===== config.mk =====
export PLATFORM = sky130hd
export DESIGN_NAME = mac_datapath
export DESIGN_NICKNAME = d
export VERILOG_FILES = /design/src/hdl/mac_pkg.sv /design/src/hdl/mac_datapath.sv
export SDC_FILE = /design/constraint.sdc
export NUM_CORES = 2
export LEC_CHECK = 0
export BUFFER_PORTS_ARGS = -buffer_cell sky130_fd_sc_hd__buf_2
export CAP_MARGIN = 20
export CORE_MARGIN = 2
export CORE_UTILIZATION = 45
export DETAILED_ROUTE_END_ITERATION = 16
export HOLD_SLACK_MARGIN = 0.03
export PLACE_DENSITY = 0.75
export SYNTH_ARGS = -nofsm -noshare
export SYNTH_HDL_FRONTEND = slang
export SYNTH_SLANG_ARGS = --single-unit

===== constraint.sdc =====
create_clock -name CLK -period 16.3 [get_ports CLK]
set_input_delay 4.075 -clock CLK [delete_from_list [all_inputs] [get_ports CLK]]
set_output_delay 4.075 -clock CLK [all_outputs]
set_load 0.05 [all_outputs]

===== src/hdl/mac_pkg.sv =====
// Constants and types of the multiply-accumulate datapath
package mac_pkg;
    // ***********************************************************
    // Widths
    // ***********************************************************
    localparam int ACC_W = 40;
    localparam int OPD_W = 16;
    localparam int MUL_W = 17;
    localparam int SCL_W = 33;
    localparam int PRD_W = 34;
    localparam int GRD_LO = 32;
    localparam int ADR_W = 8;

    // ***********************************************************
    // Register offsets (byte addresses)
    // ***********************************************************
    localparam logic [7:0] A_CTRL = 8'h00;
    localparam logic [7:0] A_TRAP = 8'h04;
    localparam logic [7:0] A_STAT = 8'h08;
    localparam logic [7:0] A_ACCA_LO = 8'h0C;
    localparam logic [7:0] A_ACCA_HI = 8'h10;
    localparam logic [7:0] A_ACCB_LO = 8'h14;
    localparam logic [7:0] A_ACCB_HI = 8'h18;

    // ***********************************************************
    // Field positions and reset values
    // ***********************************************************
    localparam int CTL_CLIP_A = 7;
    localparam int CTL_CLIP_B = 6;
    localparam int CTL_SATW = 4;
    localparam int CTL_FRAC = 0;
    localparam logic [7:0] CTL_MASK = 8'hD1;
    localparam logic [7:0] CTL_RST = 8'h00;
    localparam int TEN_A = 0;
    localparam int TEN_B = 1;
    localparam logic [7:0] TEN_MASK = 8'h03;
    localparam logic [7:0] TEN_RST = 8'h00;
    localparam int ST_CLIP_A = 2;
    localparam int ST_CLIP_B = 3;

    // ***********************************************************
    // Clip limits
    // ***********************************************************
    localparam logic [39:0] SAT31_POS = 40'h007FFFFFFF;
    localparam logic [39:0] SAT31_NEG = 40'hFF80000000;
    localparam logic [39:0] SAT39_POS = 40'h7FFFFFFFFF;
    localparam logic [39:0] SAT39_NEG = 40'h8000000000;

    localparam logic [1:0] RESP_OKAY = 2'h0;
    localparam logic [1:0] RESP_SLVERR = 2'h2;

    // ***********************************************************
    // Types
    // ***********************************************************
    typedef enum logic [2:0] {
        OP_NOP, OP_MPY, OP_MAC, OP_MSC, OP_ADD, OP_SUB, OP_LOAD, OP_PRODUCT
    } mac_op_e;

    typedef struct packed {
        logic valid;
        mac_op_e op;
        logic src_b;
        logic dst_b;
        logic sgn_x;
        logic sgn_y;
        logic byte_mode;
        logic [15:0] opd_x;
        logic [15:0] opd_y;
        logic [39:0] data;
        logic shift_en;
        logic shift_left;
        logic [3:0] shift_amt;
    } mac_req_s;

    typedef struct packed {
        logic valid;
        logic [31:0] product;
    } mac_rsp_s;

    typedef struct packed {
        logic awvalid;
        logic [7:0] awaddr;
        logic wvalid;
        logic [31:0] wdata;
        logic [3:0] wstrb;
        logic bready;
        logic arvalid;
        logic [7:0] araddr;
        logic rready;
    } mac_axi_req_s;

    typedef struct packed {
        logic awready;
        logic wready;
        logic bvalid;
        logic [1:0] bresp;
        logic arready;
        logic rvalid;
        logic [31:0] rdata;
        logic [1:0] rresp;
    } mac_axi_rsp_s;

    typedef struct packed {
        logic [39:0] acc_a;
        logic [39:0] acc_b;
        logic ovf_a;
        logic ovf_b;
        logic clip_a;
        logic clip_b;
        logic cat_a;
        logic cat_b;
        logic [7:0] ctrl;
        logic [7:0] trap_en;
        logic aw_got;
        logic [7:0] awaddr;
        logic w_got;
        logic [31:0] wdata;
        logic [3:0] wstrb;
        logic bvalid;
        logic [1:0] bresp;
        logic rvalid;
        logic [31:0] rdata;
        logic [1:0] rresp;
        mac_rsp_s rsp;
    } mac_state_s;

    localparam mac_state_s ST_RST = '0;
endpackage


===== src/hdl/mac_datapath.sv =====
// Multiply-accumulate datapath with AXI4-Lite control and status
`timescale 1ns/1ps
`default_nettype none
module mac_datapath (
    input wire logic CLK,
    input wire logic RESETN,
    input wire mac_pkg::mac_axi_req_s AXI_REQ,
    output mac_pkg::mac_axi_rsp_s AXI_RSP,
    input wire mac_pkg::mac_req_s OP_REQ,
    output mac_pkg::mac_rsp_s OP_RSP,
    output logic [39:0] ACC_A,
    output logic [39:0] ACC_B,
    output logic [5:0] STATUS_FLAGS,
    output logic TRAP_REQ
);
    import mac_pkg::*;

    mac_state_s st_r;
    mac_state_s st_nxt;

    // ***********************************************************
    // Multiplier and scaler
    // ***********************************************************
    function automatic logic [16:0] ext17(input logic [15:0] v, input logic sgn,
                                          input logic byt);
        logic msb;
        msb = byt ? v[7] : v[15];
        if (byt) begin
            ext17 = {{9{sgn & msb}}, v[7:0]};
        end else begin
            ext17 = {sgn & msb, v};
        end
    endfunction

    logic [16:0] mx;
    logic [16:0] my;
    logic signed [33:0] prod;
    logic is_dsp;
    logic frac;
    logic [32:0] scaled;
    logic [39:0] prod40;

    assign mx = ext17(OP_REQ.opd_x, OP_REQ.sgn_x, OP_REQ.byte_mode);
    assign my = ext17(OP_REQ.opd_y, OP_REQ.sgn_y, OP_REQ.byte_mode);
    // Both inputs already carry their sign in bit 16, so one signed multiply
    // covers every sign mix
    assign prod = $signed(mx) * $signed(my);
    assign is_dsp = OP_REQ.op inside {OP_MPY, OP_MAC, OP_MSC};
    assign frac = st_r.ctrl[CTL_FRAC];
    // Fractional result drops the duplicate sign bit
    assign scaled = frac ? {prod[31:0], 1'b0} : prod[32:0];
    assign prod40 = {{(ACC_W - SCL_W){scaled[32]}}, scaled};

    // ***********************************************************
    // Shifter, adder and clip stage
    // ***********************************************************
    logic [39:0] shifted;
    logic [39:0] addend;
    logic [39:0] acc_src;
    logic [39:0] in_x;
    logic [39:0] in_y;
    logic [40:0] sum41;
    logic [39:0] sum;
    logic sub;
    logic zero_x;
    logic cat;
    logic grd;
    logic ovf31;
    logic clip_en;
    logic wide;
    logic true_neg;
    logic do_clip;
    logic [39:0] clip_val;
    logic [39:0] result;
    logic acc_op;

    always_comb begin
        if (!OP_REQ.shift_en) begin
            shifted = OP_REQ.data;
        end else if (OP_REQ.shift_left) begin
            shifted = OP_REQ.data << OP_REQ.shift_amt;
        end else begin
            shifted = $signed(OP_REQ.data) >>> OP_REQ.shift_amt;
        end
    end

    assign addend = is_dsp ? prod40 : shifted;
    assign sub = OP_REQ.op inside {OP_MSC, OP_SUB};
    assign zero_x = OP_REQ.op inside {OP_MPY, OP_LOAD};
    assign acc_src = OP_REQ.src_b ? st_r.acc_b : st_r.acc_a;
    assign in_x = zero_x ? '0 : acc_src;
    assign in_y = sub ? ~addend : addend;
    // Borrow is active low, so a subtract feeds a carry of one
    assign sum41 = {in_x[39], in_x} + {in_y[39], in_y} + {40'h0, sub};
    assign sum = sum41[39:0];
    assign cat = (in_x[39] == in_y[39]) && (sum[39] != in_x[39]);
    assign grd = !((&sum[39:GRD_LO]) || !(|sum[39:GRD_LO]));
    assign ovf31 = !((&sum[39:31]) || !(|sum[39:31]));
    assign clip_en = OP_REQ.dst_b ? st_r.ctrl[CTL_CLIP_B] : st_r.ctrl[CTL_CLIP_A];
    assign wide = st_r.ctrl[CTL_SATW];
    // After a bit-39 overflow the sum's sign is wrong; the operands' is not
    assign true_neg = cat ? in_x[39] : sum[39];
    assign do_clip = clip_en && (wide ? cat : (cat || ovf31));

    always_comb begin
        if (wide) begin
            clip_val = true_neg ? SAT39_NEG : SAT39_POS;
        end else begin
            clip_val = true_neg ? SAT31_NEG : SAT31_POS;
        end
    end

    assign result = do_clip ? clip_val : sum;
    assign acc_op = OP_REQ.valid && !(OP_REQ.op inside {OP_NOP, OP_PRODUCT});

    // ***********************************************************
    // Register read view
    // ***********************************************************
    function automatic logic [31:0] rd_view(input mac_state_s s, input logic [7:0] a);
        logic [7:0] w;
        w = {a[7:2], 2'b00};
        rd_view = '0;
        unique case (w)
            A_CTRL: rd_view = {24'h0, s.ctrl};
            A_TRAP: rd_view = {24'h0, s.trap_en};
            A_STAT: rd_view = {24'h0, s.cat_b, s.cat_a, s.clip_a | s.clip_b,
                               s.ovf_a | s.ovf_b, s.clip_b, s.clip_a, s.ovf_b, s.ovf_a};
            A_ACCA_LO: rd_view = s.acc_a[31:0];
            A_ACCA_HI: rd_view = {24'h0, s.acc_a[39:32]};
            A_ACCB_LO: rd_view = s.acc_b[31:0];
            A_ACCB_HI: rd_view = {24'h0, s.acc_b[39:32]};
            default: rd_view = '0;
        endcase
    endfunction

    function automatic logic mapped(input logic [7:0] a);
        mapped = ({a[7:2], 2'b00} <= A_ACCB_HI);
    endfunction

    // ***********************************************************
    // Next state
    // ***********************************************************
    logic aw_ok;
    logic w_ok;
    logic ar_ok;
    logic [7:0] wa;

    assign aw_ok = AXI_REQ.awvalid && !st_r.aw_got && !st_r.bvalid;
    assign w_ok = AXI_REQ.wvalid && !st_r.w_got && !st_r.bvalid;
    assign ar_ok = AXI_REQ.arvalid && !st_r.rvalid;
    assign wa = {st_r.awaddr[7:2], 2'b00};

    always_comb begin
        st_nxt = st_r;
        st_nxt.rsp.valid = 1'b0;
        if (aw_ok) begin
            st_nxt.aw_got = 1'b1;
            st_nxt.awaddr = AXI_REQ.awaddr;
        end
        if (w_ok) begin
            st_nxt.w_got = 1'b1;
            st_nxt.wdata = AXI_REQ.wdata;
            st_nxt.wstrb = AXI_REQ.wstrb;
        end
        if (st_r.bvalid && AXI_REQ.bready) begin
            st_nxt.bvalid = 1'b0;
        end
        if (st_r.aw_got && st_r.w_got && !st_r.bvalid) begin
            st_nxt.aw_got = 1'b0;
            st_nxt.w_got = 1'b0;
            st_nxt.bvalid = 1'b1;
            st_nxt.bresp = mapped(st_r.awaddr) ? RESP_OKAY : RESP_SLVERR;
            if (st_r.wstrb[0]) begin
                if (wa == A_CTRL) begin
                    st_nxt.ctrl = st_r.wdata[7:0] & CTL_MASK;
                end
                if (wa == A_TRAP) begin
                    st_nxt.trap_en = st_r.wdata[7:0] & TEN_MASK;
                end
                // Clip flags clear by writing one; a clip in the same cycle
                // is applied below and wins
                if (wa == A_STAT) begin
                    st_nxt.clip_a = st_r.clip_a & !st_r.wdata[ST_CLIP_A];
                    st_nxt.clip_b = st_r.clip_b & !st_r.wdata[ST_CLIP_B];
                end
            end
        end
        if (st_r.rvalid && AXI_REQ.rready) begin
            st_nxt.rvalid = 1'b0;
        end
        if (ar_ok) begin
            st_nxt.rvalid = 1'b1;
            st_nxt.rdata = rd_view(st_r, AXI_REQ.araddr);
            st_nxt.rresp = mapped(AXI_REQ.araddr) ? RESP_OKAY : RESP_SLVERR;
        end
        if (acc_op) begin
            if (OP_REQ.dst_b) begin
                st_nxt.acc_b = result;
                st_nxt.ovf_b = grd;
                st_nxt.cat_b = cat;
                st_nxt.clip_b = st_nxt.clip_b | do_clip;
            end else begin
                st_nxt.acc_a = result;
                st_nxt.ovf_a = grd;
                st_nxt.cat_a = cat;
                st_nxt.clip_a = st_nxt.clip_a | do_clip;
            end
        end
        if (OP_REQ.valid && OP_REQ.op == OP_PRODUCT) begin
            st_nxt.rsp.valid = 1'b1;
            if (OP_REQ.byte_mode) begin
                st_nxt.rsp.product = {16'h0, prod[15:0]};
            end else begin
                st_nxt.rsp.product = prod[31:0];
            end
        end
    end

    always_ff @(posedge CLK) begin
        if (!RESETN) begin
            st_r <= ST_RST;
        end else begin
            st_r <= st_nxt;
        end
    end

    // ***********************************************************
    // Outputs
    // ***********************************************************
    always_comb begin
        AXI_RSP.awready = !st_r.aw_got && !st_r.bvalid;
        AXI_RSP.wready = !st_r.w_got && !st_r.bvalid;
        AXI_RSP.bvalid = st_r.bvalid;
        AXI_RSP.bresp = st_r.bresp;
        AXI_RSP.arready = !st_r.rvalid;
        AXI_RSP.rvalid = st_r.rvalid;
        AXI_RSP.rdata = st_r.rdata;
        AXI_RSP.rresp = st_r.rresp;
    end

    assign OP_RSP = st_r.rsp;
    assign ACC_A = st_r.acc_a;
    assign ACC_B = st_r.acc_b;
    assign STATUS_FLAGS = {st_r.clip_a | st_r.clip_b, st_r.ovf_a | st_r.ovf_b,
                           st_r.clip_b, st_r.clip_a, st_r.ovf_b, st_r.ovf_a};
    assign TRAP_REQ = (st_r.ovf_a && st_r.trap_en[TEN_A]) ||
                      (st_r.ovf_b && st_r.trap_en[TEN_B]);

    function automatic logic [31:0] ref_mul(input logic [15:0] x, input logic [15:0] y,
                                            input logic sx, input logic sy);
        logic [63:0] a;
        logic [63:0] b;
        logic [63:0] p;
        a = sx ? {{48{x[15]}}, x} : {48'h0, x};
        b = sy ? {{48{y[15]}}, y} : {48'h0, y};
        p = a * b;
        ref_mul = p[31:0];
    endfunction

    logic plain_a;
    assign plain_a = acc_op && !OP_REQ.dst_b && !st_r.ctrl[CTL_CLIP_A];
endmodule
`default_nettype wire


=== Yosys cells after proc, flatten, opt, wreduce, memory -nomap -nowiden ===
Index checks and enable logic that the tools add are counted.

* Shift-type cells: 2
* Equal/unequal tests: 16
* Divide/modulo/power cells: 0
* Mux-type cells: 35
* $mul: 1
* Order comparisons: 2
* Reduce and logical (&&, ||, !) cells: 50
* $add $sub $neg: 2
* Bitwise gates (word level): 11

{| class="wikitable"
|+ Operator list
! kind !! number
|-
| $mux 40 || 10
|-
| $pmux 32 s7 || 1
|-
| $mux 33 || 2
|-
| $add 40x1->40 || 1
|-
| $add 40x40->40 || 1
|-
| $not 40->40 || 1
|-
| $shl 40x4->40 || 1
|-
| $sshr 40x4->40 || 1
|-
| $mux 35 || 1
|-
| $mul 17x17->33 || 1
|-
| $mux 16 || 2
|-
| $mux 32 || 1
|-
| $eq 6x2->1 const B || 3
|-
| $eq 6x3->1 const B || 3
|-
| $logic_and 1x1->1 || 17
|-
| $le 8x5->1 const B || 2
|-
| $eq 6x1->1 const B || 2
|-
| $logic_not 1->1 || 11
|-
| $mux 1 || 11
|-
| $mux 2 || 5
|-
| $reduce_bool 2->1 || 5
|-
| $eq 3x3->1 const B || 3
|-
| $reduce_and 9->1 || 1
|-
| $reduce_or 9->1 || 1
|-
| 19 further kinds || 32
|}

* Bits in read-only memories: 0
* Latch bits: 0
* Bits in writable memories: 0
* Memories kept: 0
* Input bits: 146
* Register bits after elaboration: 182
* Output and inout port bits: 161

=== Longest topological paths before layout ===
* Depth after elaboration: 20
* Depth in mapped cells: 48

=== Least setup slack after synthesis ===
Ideal clock, no wire load.

* Path type: input-to-reg
* Start: in OP_REQ[78] in the netlist's numbering
* End: reg st_r (netlist bit ACC_A[36])
* Library setup time: 0.062 ns
* Stages on the path: 45
* Path slack: 2.107 ns
* Path buffers: 5
* Arrival: 14.132 ns
* Cells stage by stage: clkbuf_1 > nand3_1 > o21ai_1 > clkbuf_1 > nand2_1 > fa_1 > inv_1 > fa_1 > fa_1 > inv_1 > fa_1 > fa_1 > inv_1 > fa_1 > ha_1 > and4_1 > a21oi_1 > nand4b_1 > [... 9 more ...] > xnor2_1 > ha_1 > clkbuf_1 > a21o_1 > a31oi_1 > o22ai_1 > a2111oi_0 > o31ai_1 > nor4b_1 > a221o_1 > and4_1 > nand3_1 > a2111o_1 > a31o_1 > buf_6 > nor2_8 > buf_8 > a221o_1

* Word-level cells in the longest chain between the ends: 18

{| class="wikitable"
|+ Ends and longest elaborated chain
! what !! line !! text
|-
| start: declaration || mac_datapath.sv:9 || <nowiki>input wire mac_pkg::mac_req_s OP_REQ,</nowiki>
|-
| $mux 1 || mac_datapath.sv:27 || <nowiki>msb = byt ? v[7] : v[15];</nowiki>
|-
| $and 1x1->1 || mac_datapath.sv:29, mac_datapath.sv:31 ||
|-
| $mux 16 || mac_datapath.sv:28 || <nowiki>if (byt) begin</nowiki>
|-
| $mul 17x17->33 * || mac_datapath.sv:47 || <nowiki>assign prod = $signed(mx) * $signed(my);</nowiki>
|-
| $mux 33 * || mac_datapath.sv:51 || <nowiki>assign scaled = frac ? {prod[31:0], 1'b0} : prod[32:0];</nowiki>
|-
| $mux 40 * || mac_datapath.sv:87 || <nowiki>assign addend = is_dsp ? prod40 : shifted;</nowiki>
|-
| $not 40->40 || mac_datapath.sv:92 || <nowiki>assign in_y = sub ? ~addend : addend;</nowiki>
|-
| $mux 40 * || mac_datapath.sv:92 ||
|-
| [... 2 more ...] || - ||
|-
| $reduce_or 9->1 || mac_datapath.sv:98 || <nowiki>assign ovf31 = !((&sum[39:31]) || !(|sum[39:31]));</nowiki>
|-
| $logic_not 1->1 || mac_datapath.sv:98 ||
|-
| $logic_or 1x1->1 || mac_datapath.sv:98 ||
|-
| $logic_not 1->1 || mac_datapath.sv:98 ||
|-
| $logic_or 1x1->1 || mac_datapath.sv:103 || <nowiki>assign do_clip = clip_en && (wide ? cat : (cat || ovf31));</nowiki>
|-
| $mux 1 || mac_datapath.sv:103 ||
|-
| $logic_and 1x1->1 || mac_datapath.sv:103 ||
|-
| $mux 40 * || mac_datapath.sv:113 || <nowiki>assign result = do_clip ? clip_val : sum;</nowiki>
|-
| end signal: assignment || mac_datapath.sv:223 || <nowiki>st_r <= st_nxt;</nowiki>
|-
| end: declaration || mac_datapath.sv:18 || <nowiki>mac_state_s st_r;</nowiki>
|}

Every way passes the cells marked *; elsewhere a longest branch is shown, timed or not.
A chain may end at the register's enable or synchronous reset.

=== Worst setup path in the final report ===
* Start: in OP_REQ[69] in the netlist's numbering
* End: reg st_r (netlist bit ACC_B[36])

The elaborated chain is that of the path after synthesis.

==> results.cfg <==
[outcome]
status = complete, no violations

[layout]
final_cells = 4126
fin_nets = 3897
fin_area_um2 = 28200
final_core_util = 0.479
area_growth_pct = 5.35
drive_gt1_frac = 0.125

[global_routing]
grt_pass1_wl_um = 127000
grt_overflow = 0
track_usage = 0.261
grt_max_degree = 107
grt_antenna_before_repair = 4
grt_pass1_vias = 23111

[clocking]
postCtsHoldBufs = 0
clockBufferDepth = 2
ctsHtreeMaxLevel = 4
postCtsSetupBuffers = 0
clock_sinks = 177
cts_root_buffer = clkbuf_16
cts-resized-gates = 0
cts.clk_slew.worst_paths_ps = 70
clk_latency_ps = 460
cts_buffers = 17
tritoncts = yes

[synthesis]
ys_seq_area_frac = 0.132
synth-async-reset-ratio = 0
synth-xor-area-share = 0.0382
yosys_warnings = 0
synthMuxAreaShare = 0.0629
synth_ff_type = dfxtp_1
synth_seq_cells = 177
synthCells = 3353
avgSynthCellArea_um2 = 7.98
synth_edf_count = 0
netlist-cell-type-count = 87
synth_top_family_by_area = adder cells
synth-simple-area-share = 0.176
synth_compound_area_frac = 0.193
synth_area_um2 = 26800
synth_fa_ha_area_frac = 0.275

[critical_path]
reg2reg_from = frac
critPathLaunch = OP_REQ[69]
critPathMostFrequentCell = fa_1
crit_slowest_cell = nor3_1
startpoint_type = input pin
cp.required_ps = 16690
crit_arrival_ps = 15770
path_max_fanout = 18
critical_path_class = in2reg
critical_path.max_stage_delay_ps = 970
cp-end-kind = flop

[run]
cap_violations = 0

[routing]
drt-wirelength-per-cell_um = 19.7
viasPerCell = 5.82
drc = 0
totalWireLength_um = 81100
drt_pre_antenna_iters = 6
num_vias = 24012
ant_nets = 0
drt_iter0_drc = 2353

[worst_hold_path]
min-delay-start = OP_RSP[9]
hp-class = reg2reg

[timing]
fin_skew_ps = 14.8
period_share = 0.943
tightest_slew_ps = 1160
finalSetupViolCount = 0
fmax_ghz = 0.0650
slew-limit-headroom = 0.220
final-hold-violation-count = 0
post-route-min-period_ps = 15370
final.setup.tns_ps = 0
grt_setup_unrepaired = no
finalMaxSlewViolations = 0

[floorplan]
initial_core_util = 0.454
dieArea_um2 = 61400
core_area_um2 = 58900
io_pins = 307
dieWidth_um = 248
die_y_um = 248
fp-row-count = 89

[power]
power.leakage_nw = 13.1
sw_frac_of_total = 0.582
ir_drop_mv = 0.297
seqPwrFrac = 0.092
intPower_w = 0.00284
power_density_nw_per_um2 = 241
clockPowerShare = 0.060
switchingPower_w = 0.00396
p_total_w = 0.00680
combPwrFrac = 0.847

[place]
place_congestion = 0.962
hpwl_um = 63700
place_inst = 4091
numPortBuffers = 272
place_area_um2 = 27600
==> metrics by stage <==
stage | setup WS [ps] | hold WS, ps
3_5_place_dp | 775 | 446
3_3_place_gp | 954 | 440
2_1_floorplan | 2110 | 436
5_1_grt | 209 | 477
4_1_cts | 1220 | 455
6_report | 927 | 453
==> state kept, by name (all words and copies together), names as in the netlist <==
| name | count |
|---|---|
| ACC_A | 40 |
| frac | 1 |
| OP_RSP | 33 |
| st_r | 23 |
| STATUS_FLAGS | 4 |
| AXI_RSP | 36 |
| ACC_B | 40 |
==> cells by family after synthesis <==
kind of cell             Yosys count
flip-flops                       177
other                              1
AO/OA/AOI/OAI                    774
XOR/XNOR                         116
multiplexers                     154
adder cells (fa/ha/maj)          413
buffers and inverters            690
AND/OR/NAND/NOR                 1028
==> layout make-up <==
cell class	count	area (um2)
Antenna cell	1	2.50
Multi-Input combinational cell	2487	20000
Clock inverter	15	166
Clock buffer	17	425
Timing Repair Buffer	328	1870
Fill cell	5750	30700
Tap cell	773	967
Sequential cell	177	3540
Inverter	328	1230
==> power by group through the flow <==
stage | Sequential [W] | Combinational (W) | Clock, W
5_1_grt | 0.000636 | 0.00632 | 0.000430
2_1_floorplan | 0.000586 | 0.00425 | 0
3_5_place_dp | 0.000635 | 0.00564 | 0
3_3_place_gp | 0.000630 | 0.00558 | 0
6_report | 0.000629 | 0.00576 | 0.000409
4_1_cts | 0.000625 | 0.00568 | 0.000413
==> synthesized netlist by cell type (14+ instances only) <==
library cell | count | share of area
o21ai_1 | 16 | 0.0030
nand2b_1 | 32 | 0.0075
fa_1 | 291 | 0.22
o21ai_0 | 173 | 0.032
clkbuf_1 | 160 | 0.022
nand4_1 | 15 | 0.0035
mux2i_1 | 131 | 0.049
nand2_1 | 335 | 0.047
o211ai_1 | 81 | 0.023
ha_1 | 121 | 0.057
a21o_1 | 30 | 0.0084
buf_4 | 155 | 0.043
nor2_1 | 349 | 0.049
inv_1 | 325 | 0.046
xor2_1 | 26 | 0.0085
buf_1 | 30 | 0.0042
a31oi_1 | 14 | 0.0033
xnor2_1 | 89 | 0.029
and2_1 | 145 | 0.034
nand3_1 | 39 | 0.0073
a21oi_1 | 194 | 0.036
dfxtp_1 | 177 | 0.13
a211oi_1 | 34 | 0.0095
a221o_1 | 74 | 0.028
a22oi_1 | 44 | 0.012
nor3_1 | 28 | 0.0052
o21a_1 | 20 | 0.0056
==> placed cells by master, fill, tap and decap left out, types with 14 or more instances in the layout <==
| cell | count |
|---|---|
| buf_2 | 271 |
| nand3_1 | 39 |
| ha_1 | 121 |
| nand2b_1 | 32 |
| xor2_1 | 26 |
| buf_4 | 51 |
| fa_1 | 291 |
| nand4_1 | 15 |
| dfxtp_1 | 177 |
| and2_1 | 145 |
| mux2i_1 | 131 |
| o21ai_0 | 173 |
| o21a_1 | 20 |
| inv_1 | 324 |
| a22oi_1 | 44 |
| nand2_1 | 334 |
| xnor2_1 | 89 |
| clkbuf_16 | 17 |
| nor2_1 | 347 |
| a31oi_1 | 14 |
| a21oi_1 | 194 |
| a21o_1 | 30 |
| o211ai_1 | 81 |
| nor3_1 | 25 |
| a211oi_1 | 34 |
| o21ai_1 | 16 |
| a221o_1 | 74 |
==> critical path: cells and delay by family <==
kind            cells  cell delay [ps]
buf+inv             8             1300
xor+xnor            4             1040
compound gates     10             1940
fa+ha+maj           8             4320
simple gates       10             3070
==> layer usage <==
metal,vias up,routed length (um),GRT usage
met5,-,34,0
met4,6,2750,0.0986
met3,156,7670,0.0546
met2,1109,35900,0.401
met1,11609,34800,0.361
li1,11132,-,-
==> worst paths after layout <==
check	end	slack (ps)	cells after the start
worst max register to register	ACC_B[36]	9550	21
worst min register to register	OP_RSP[9]	450	2
worst max-delay path	ACC_B[36]	930	40
worst min-delay path	OP_RSP[9]	450	2
(Power assumes the default switching activity.)
